==> src/grf_pkg.sv <==
// Package for the general-purpose register file: sizes, access widths,
// carrier structs. Assumes nothing beyond a SystemVerilog compiler.
package grf_pkg;

    localparam int NUM_WORDS  = 16;
    localparam int WORD_W     = 16;
    localparam int IDX_W      = 4;
    localparam int BYTE_W     = 8;
    localparam int NIBBLE_W   = 4;
    localparam int BIT_SEL_W  = 4;
    localparam logic [15:0] WORD_RESET = 16'h0000;

    // Access widths
    typedef enum logic [1:0] {
        GRF_BYTE = 2'h0,
        GRF_WORD = 2'h1,
        GRF_LONG = 2'h3,
        GRF_QUAD = 2'h2
    } grf_size_t;

    // Read request from the datapath
    typedef struct packed {
        logic             en;
        grf_size_t        size;
        logic [IDX_W-1:0] idx;
        logic             bit_en;
        logic             bit_reg;
        logic [3:0]       bit_num;
        logic [3:0]       bit_ptr;
    } grf_rd_req_t;

    // Write request from the datapath
    typedef struct packed {
        logic             en;
        grf_size_t        size;
        logic [IDX_W-1:0] idx;
        logic [63:0]      data;
    } grf_wr_req_t;

    // Read answer, one cycle after the request
    typedef struct packed {
        logic        valid;
        logic [63:0] data;
        logic        bit_val;
        logic [3:0]  digit_hi;
        logic [3:0]  digit_lo;
    } grf_rd_rsp_t;

endpackage

==> src/grf_regfile.sv <==
// Sixteen-word general-purpose register file with byte, word, long and
// quad views. Assumes the datapath drives requests synchronous to clk.
//
// Overview of operation
// - Sixteen 16-bit registers, read and written.
// - Every register equal; no dedicated roles.
// - Sixteen byte registers, half the file.
// - Eight long registers move both halves.
// - Four quad registers move 64 bits.
// - Bit select by immediate or register number.
// - Decimal byte splits into two nibbles.
`timescale 1ns/1ps
module grf_regfile
    import grf_pkg::*;
(
    input  wire logic                 clk,
    input  wire logic                 rst_n,
    input  wire logic                 ce,
    input  wire grf_pkg::grf_rd_req_t rd_req,
    input  wire grf_pkg::grf_wr_req_t wr_req,
    output grf_pkg::grf_rd_rsp_t      rd_rsp
);
    import grf_pkg::*;

    logic [WORD_W-1:0] regs [NUM_WORDS];

    // ------------------------------------------------------------
    // Helpers
    // ------------------------------------------------------------
    // Byte register n: high half of word n%8 for n<8, low half otherwise
    function automatic logic [3:0] byte_word(input logic [3:0] n);
        return {1'b0, n[2:0]};
    endfunction

    function automatic logic byte_is_low(input logic [3:0] n);
        return n[3];
    endfunction

    // ------------------------------------------------------------
    // Write port
    // ------------------------------------------------------------
    // Every index is written by the same path, so no role is fixed
    always_ff @(posedge clk) begin
        if (!rst_n) begin
            for (int i = 0; i < NUM_WORDS; i++) begin
                regs[i] <= WORD_RESET;
            end
        end else if (ce && wr_req.en) begin
            unique case (wr_req.size)
                GRF_BYTE: begin
                    if (byte_is_low(wr_req.idx)) begin
                        regs[byte_word(wr_req.idx)][7:0] <=
                            wr_req.data[7:0];
                    end else begin
                        regs[byte_word(wr_req.idx)][15:8] <=
                            wr_req.data[7:0];
                    end
                end
                GRF_WORD: begin
                    regs[wr_req.idx] <= wr_req.data[15:0];
                end
                GRF_LONG: begin
                    // Even register takes the high half
                    regs[{wr_req.idx[3:1], 1'b0}] <= wr_req.data[31:16];
                    regs[{wr_req.idx[3:1], 1'b1}] <= wr_req.data[15:0];
                end
                GRF_QUAD: begin
                    regs[{wr_req.idx[3:2], 2'h0}] <= wr_req.data[63:48];
                    regs[{wr_req.idx[3:2], 2'h1}] <= wr_req.data[47:32];
                    regs[{wr_req.idx[3:2], 2'h2}] <= wr_req.data[31:16];
                    regs[{wr_req.idx[3:2], 2'h3}] <= wr_req.data[15:0];
                end
            endcase
        end
    end

    // ------------------------------------------------------------
    // Read port
    // ------------------------------------------------------------
    logic [63:0] next_data;
    logic [3:0]  bit_idx;
    logic [15:0] bit_src;

    always_comb begin
        next_data = 64'h0;
        unique case (rd_req.size)
            GRF_BYTE: begin
                next_data[7:0] = byte_is_low(rd_req.idx)
                    ? regs[byte_word(rd_req.idx)][7:0]
                    : regs[byte_word(rd_req.idx)][15:8];
            end
            GRF_WORD: next_data[15:0] = regs[rd_req.idx];
            GRF_LONG: next_data[31:0] = {regs[{rd_req.idx[3:1], 1'b0}],
                                         regs[{rd_req.idx[3:1], 1'b1}]};
            GRF_QUAD: next_data = {regs[{rd_req.idx[3:2], 2'h0}],
                                   regs[{rd_req.idx[3:2], 2'h1}],
                                   regs[{rd_req.idx[3:2], 2'h2}],
                                   regs[{rd_req.idx[3:2], 2'h3}]};
        endcase
    end

    // Bit number from the instruction or from the low bits of a register
    always_comb begin
        bit_idx = rd_req.bit_reg ? regs[rd_req.bit_ptr][3:0]
                                 : rd_req.bit_num;
        // Byte operand only has eight bits to choose from
        if (rd_req.size == GRF_BYTE) begin
            bit_idx = {1'b0, bit_idx[2:0]};
        end
        bit_src = next_data[15:0];
    end

    // Reads see the value before a same-cycle write; no bypass
    always_ff @(posedge clk) begin
        if (!rst_n) begin
            rd_rsp <= '0;
        end else if (ce) begin
            rd_rsp.valid    <= rd_req.en;
            rd_rsp.data     <= next_data;
            rd_rsp.bit_val  <= rd_req.bit_en & bit_src[bit_idx];
            rd_rsp.digit_hi <= next_data[7:4];
            rd_rsp.digit_lo <= next_data[3:0];
        end
    end

    // ------------------------------------------------------------
    // Checks
    // ------------------------------------------------------------
    property p_word_rt;
        logic [3:0] i;
        logic [15:0] d;
        @(posedge clk) disable iff (!rst_n)
        (ce && wr_req.en && wr_req.size == GRF_WORD, i = wr_req.idx,
         d = wr_req.data[15:0]) |=> (regs[i] == d);
    endproperty
    a_word_rt: assert property (p_word_rt)
        else $error("word write lost");

    property p_long_pair;
        @(posedge clk) disable iff (!rst_n)
        (ce && rd_req.size == GRF_LONG) |=> (rd_rsp.data[31:16] ==
            regs[{$past(rd_req.idx[3:1]), 1'b0}] || $past(wr_req.en));
    endproperty
    a_long_pair: assert property (p_long_pair)
        else $error("long high bad");

    property p_quad_top;
        @(posedge clk) disable iff (!rst_n)
        (ce && !wr_req.en && rd_req.size == GRF_QUAD) |=>
            rd_rsp.data[15:0] == regs[{$past(rd_req.idx[3:2]), 2'h3}];
    endproperty
    a_quad_top: assert property (p_quad_top)
        else $error("quad low bad");

    property p_byte_hi;
        @(posedge clk) disable iff (!rst_n)
        (ce && !wr_req.en && rd_req.size == GRF_BYTE && !rd_req.idx[3])
        |=> rd_rsp.data[7:0] == regs[{1'b0, $past(rd_req.idx[2:0])}][15:8];
    endproperty
    a_byte_hi: assert property (p_byte_hi)
        else $error("byte high bad");

    property p_byte_wr;
        logic [2:0] i;
        @(posedge clk) disable iff (!rst_n)
        (ce && wr_req.en && wr_req.size == GRF_BYTE && wr_req.idx[3],
         i = wr_req.idx[2:0]) |=> regs[{1'b0, i}][7:0] ==
            $past(wr_req.data[7:0]);
    endproperty
    a_byte_wr: assert property (p_byte_wr)
        else $error("byte low write");

    // Digits checked against storage, not against the answer itself
    property p_digits;
        @(posedge clk) disable iff (!rst_n)
        (ce && !wr_req.en && rd_req.size == GRF_BYTE && rd_req.idx[3])
        |=> {rd_rsp.digit_hi, rd_rsp.digit_lo} ==
            regs[{1'b0, $past(rd_req.idx[2:0])}][7:0];
    endproperty
    a_digits: assert property (p_digits)
        else $error("digits mismatch");

    property p_bit_off;
        @(posedge clk) disable iff (!rst_n)
        (ce && !rd_req.bit_en) |=> !rd_rsp.bit_val;
    endproperty
    a_bit_off: assert property (p_bit_off)
        else $error("bit without enable");

    property p_bit_imm;
        @(posedge clk) disable iff (!rst_n)
        (ce && !wr_req.en && rd_req.bit_en && !rd_req.bit_reg &&
         rd_req.size == GRF_WORD)
        |=> rd_rsp.bit_val == regs[$past(rd_req.idx)][$past(rd_req.bit_num)];
    endproperty
    a_bit_imm: assert property (p_bit_imm)
        else $error("immediate bit number wrong");

    property p_bit_ptr;
        logic [3:0] w;
        logic [3:0] b;
        @(posedge clk) disable iff (!rst_n)
        (ce && !wr_req.en && rd_req.bit_en && rd_req.bit_reg &&
         rd_req.size == GRF_WORD, w = rd_req.idx,
         b = regs[rd_req.bit_ptr][3:0]) |=> rd_rsp.bit_val == regs[w][b];
    endproperty
    a_bit_ptr: assert property (p_bit_ptr)
        else $error("register bit number wrong");

    property p_valid;
        @(posedge clk) disable iff (!rst_n)
        ce |=> rd_rsp.valid == $past(rd_req.en);
    endproperty
    a_valid: assert property (p_valid)
        else $error("valid mismatch");

    // Clock enable low: answer and storage both hold
    property p_freeze;
        @(posedge clk) disable iff (!rst_n)
        !ce |=> $stable(rd_rsp);
    endproperty
    a_freeze: assert property (p_freeze)
        else $error("answer moved while frozen");

    property p_freeze_regs;
        logic [3:0]  i;
        logic [15:0] d;
        @(posedge clk) disable iff (!rst_n)
        (!ce && wr_req.en, i = wr_req.idx, d = regs[wr_req.idx])
        |=> (regs[i] == d);
    endproperty
    a_freeze_regs: assert property (p_freeze_regs)
        else $error("write taken while frozen");

    // Reset wins over a low clock enable
    property p_rst_clear;
        @(posedge clk) !rst_n |=> (rd_rsp == '0);
    endproperty
    a_rst_clear: assert property (p_rst_clear)
        else $error("answer not cleared by reset");

    property p_cv_quad;
        @(posedge clk) ce && wr_req.en && wr_req.size == GRF_QUAD;
    endproperty
    c_quad: cover property (p_cv_quad);

    property p_cv_bitreg;
        @(posedge clk) ce && rd_req.bit_en && rd_req.bit_reg;
    endproperty
    c_bitreg: cover property (p_cv_bitreg);

    property p_cv_byte;
        @(posedge clk) ce && wr_req.en && wr_req.size == GRF_BYTE;
    endproperty
    c_byte: cover property (p_cv_byte);

    property p_cv_long;
        @(posedge clk) ce && rd_req.en && rd_req.size == GRF_LONG;
    endproperty
    c_long: cover property (p_cv_long);

endmodule

==> config.mk <==
export PLATFORM = sky130hd
export DESIGN_NAME = grf_regfile
export DESIGN_NICKNAME = d
export VERILOG_FILES = /design/src/grf_pkg.sv /design/src/grf_regfile.sv
export SDC_FILE = /design/constraint.sdc
export NUM_CORES = 1
export LEC_CHECK = 0
export BUFFER_PORTS_ARGS = -buffer_cell sky130_fd_sc_hd__buf_2
export CAP_MARGIN = 20
export CORE_MARGIN = 8
export CORE_UTILIZATION = 35
export DETAILED_ROUTE_END_ITERATION = 16
export GPL_TIMING_DRIVEN = 0
export MAX_ROUTING_LAYER = met4
export PLACE_DENSITY = 0.57
export SLEW_MARGIN = 25
export SYNTH_ARGS = -nofsm -noshare
export SYNTH_HDL_FRONTEND = slang
export SYNTH_SLANG_ARGS = --single-unit
==> constraint.sdc <==
create_clock -name clk -period 6.3 [get_ports clk]
set_input_delay 0.315 -clock clk [delete_from_list [all_inputs] [get_ports clk]]
set_output_delay 0.315 -clock clk [all_outputs]
set_load 0.05 [all_outputs]
==> results.yml <==
outcome:
  outcome: "completed"
pwr:
  p_per_area_nw_per_um2: 260
  switchingPower_w: 0.00168
  p_clk_frac: 0.383
  irDropWorstVdd_v: 0.000141
  finalPower_w: 0.00558
  swShare: 0.300
  pwr-share-seq: 0.447
  internal_power_w: 0.00391
  leakage_nw: 7.88
  p_comb_frac: 0.170
finish:
  fin_nets: 2001
  fin_area_um2: 21500
  syn2layout_area_growth_pct: 14.3
  drive_gt1_frac: 0.179
  layout_common_cells: "256 x edfxtp_1, 219 x nand2_1, 149 x buf_2, 130 x nor2_1, 128 x o21ai_0"
  final_common_cell: "edfxtp_1"
  final_cells: 2636
logic_synthesis:
  synth_seq_cells: 322
  ys_top_cells_by_area: "edfxtp_1 41%, dfxtp_1 7.0%, mux4_2 6.5%, mux2i_1 6.3%, nand2_1 4.4%"
  synthFlopType: "edfxtp_1"
  ys_warn_count: 0
  yosysTopAreaCellShare: 0.409
  synth.cell_area_um2: 18800
  avgSynthCellArea_um2: 10.8
  synth_seq_area_share: 0.480
  synth_edf_count: 256
  yosysUniqueCellTypes: 80
  synth-async-reset-ratio: 0
  syn-instance-count: 1746
  synth_top_cell_by_area: "edfxtp_1"
  syn-num-nets: 1837
floorplan:
  num_rows: 85
  fp.dieW_um: 248
  initial_utilization: 0.352
  core_um2: 53400
  ios: 165
  die_h_um: 248
  die_area_um2: 61300
placed_design:
  place_hpwl_um: 67800
  dp.cells: 2566
  port_buffers: 123
  placed_area_um2: 20300
  place.gp.congestion: 0.986
clock_tree:
  clk_latency_ns: 0.57
  cts_max_level: 2
  cts_root_buf: "clkbuf_16"
  cts_tree: "done"
  path_clk_slew_ns: 0.06
  cts_buffers: 36
  clock_path_buffers: 3
  postCtsSetupBuffers: 0
  clock-sinks: 322
sta:
  finalCritPeriodShare: 0.563
  tns_ns: 0
  worst_pin_slew_ns: 1.04
  slew_headroom: 0.304
  maxSlewViolCount: 0
  rsz0062_at_grt: "no"
  hold_viol: 0
  finalSetupViolCount: 0
  period_minus_slack_ns: 3.54
  max_freq_ghz: 0.282
  finalClockSkew_ns: 0.0287
drt:
  viasPerCell: 6.28
  top_layer: "met4"
  drt-total-wl_um: 85700
  drtPass1Iterations: 6
  wl_met2_um: 38300
  drt-wirelength-per-cell_um: 32.5
  route.met3.wl_um: 9070
  vias: 16600
  drtIter0Drc: 2486
  drcViolationCount: 0
  final_antenna_net_count: 0
  met1_length_um: 35200
worst_setup_path:
  end_kind: "register"
  startpoint_type: "primary input"
  crit_type: "in -> reg"
  critPathRequiredTime_ns: 6.78
  critical_path_peak_fanout: 10
  cp.arrival_ns: 4.03
global_route:
  grt_usage: 0.279
  grt_pass1_vias: 15500
  antenna_found_initial: 4
  grt_pass1_wl_um: 119000
  grt.overflow.total: 0
  grt_max_degree: 14
job:
  maxCapViolCount: 0
min_path:
  hp-class: "in -> reg"
[state kept, by name, indices dropped and copies added, names as in the netlist]
signal,flops
rd_rsp,66
regs,256
[Yosys cell counts (37+ instances only)]
cell        n
edfxtp_1  256
nand2_1   219
o21ai_0   133
nor2_1    130
mux2i_1   119
clkbuf_1  116
a22oi_1    72
a22o_1     69
dfxtp_1    66
mux4_2     54
mux2_2     44
a21oi_1    41
and2_1     37
[cells by family (layout without fill, tap and decap cells)]
kind of cell | count (synthesis) | count (layout) | synth area share
other cells | 0 | 3 | 0
mux | 226 | 226 | 0.164
xor+xnor | 1 | 1 | 0.000467
simple gates | 520 | 520 | 0.126
buf+inv | 204 | 395 | 0.0534
flops | 322 | 322 | 0.480
compound gates | 473 | 473 | 0.176
[metal layers]
metal | track usage | up-vias
li1 | - | 6987
met1 | 0.370 | 8247
met2 | 0.425 | 1141
met3 | 0.0538 | 178
met4 | 0.100 | 0
met5 | - | -
[metrics by stage]
| stage | hold WS, ns | worst slack [ns] | util |
|---|---|---|---|
| detailed placement | 0.457 | 2.32 | 0.380 |
| global placement | 0.455 | 2.17 | 0.379 |
| CTS | 0.0724 | 2.91 | 0.402 |
| global route | 0.0982 | 2.77 | 0.402 |
| finish | 0.0886 | 2.76 | 0.402 |
| floorplan | 0.462 | 3.74 | - |
[power groups by stage]
stage	sequential, W	clock (W)	combinational, W
floorplan	0.00256	0	0.000505
global placement	0.00253	0	0.000920
detailed placement	0.00253	0	0.000924
CTS	0.00249	0.00214	0.000927
global route	0.00250	0.00221	0.000981
finish	0.00249	0.00214	0.000950
[final timing paths]
check	from	to	slack, ns	cells past startpoint
min	wr_req[54]	regs[12][6]$_DFFE_PP_	0.09	3
min reg2reg	rd_rsp[17]$_SDFFE_PN0P_	rd_rsp[17]$_SDFFE_PN0P_	0.47	2
max reg2reg	regs[0][1]$_DFFE_PP_	rd_rsp[8]$_SDFFE_PN0P_	3.14	8
max	rd_req[11]	rd_rsp[8]$_SDFFE_PN0P_	2.76	10
[area by class of cell]
class                   instances  area [um2]
fillers                      5233       31900
flip-flops and latches        322        9010
multi-input cells            1220        8770
clock buffers                  47         993
plain buffers                 178         906
well taps                     696         871
repair buffers                126         636
clock inverters                18         160
inverters                      26        97.6
diodes                          3        7.51
[worst max-delay path, cell delays in order]
cell and delay (ns):
buf_2 0.25, clkbuf_1 0.65, nor2_1 0.45, a22o_1 0.35, a211oi_1 0.59, o22ai_1 0.32
or3_1 0.45, nor4_1 0.31, o41ai_2 0.13, a211oi_2 0.19
[repair_timing]
| action | 4_1_cts | 5_1_grt |
|---|---|---|
| gates resized for setup | 0 | 0 |
| hold buffers | 1 | 0 |
| endpoints found under the hold margin | 1 | 0 |
(Power assumes the default switching activity.)
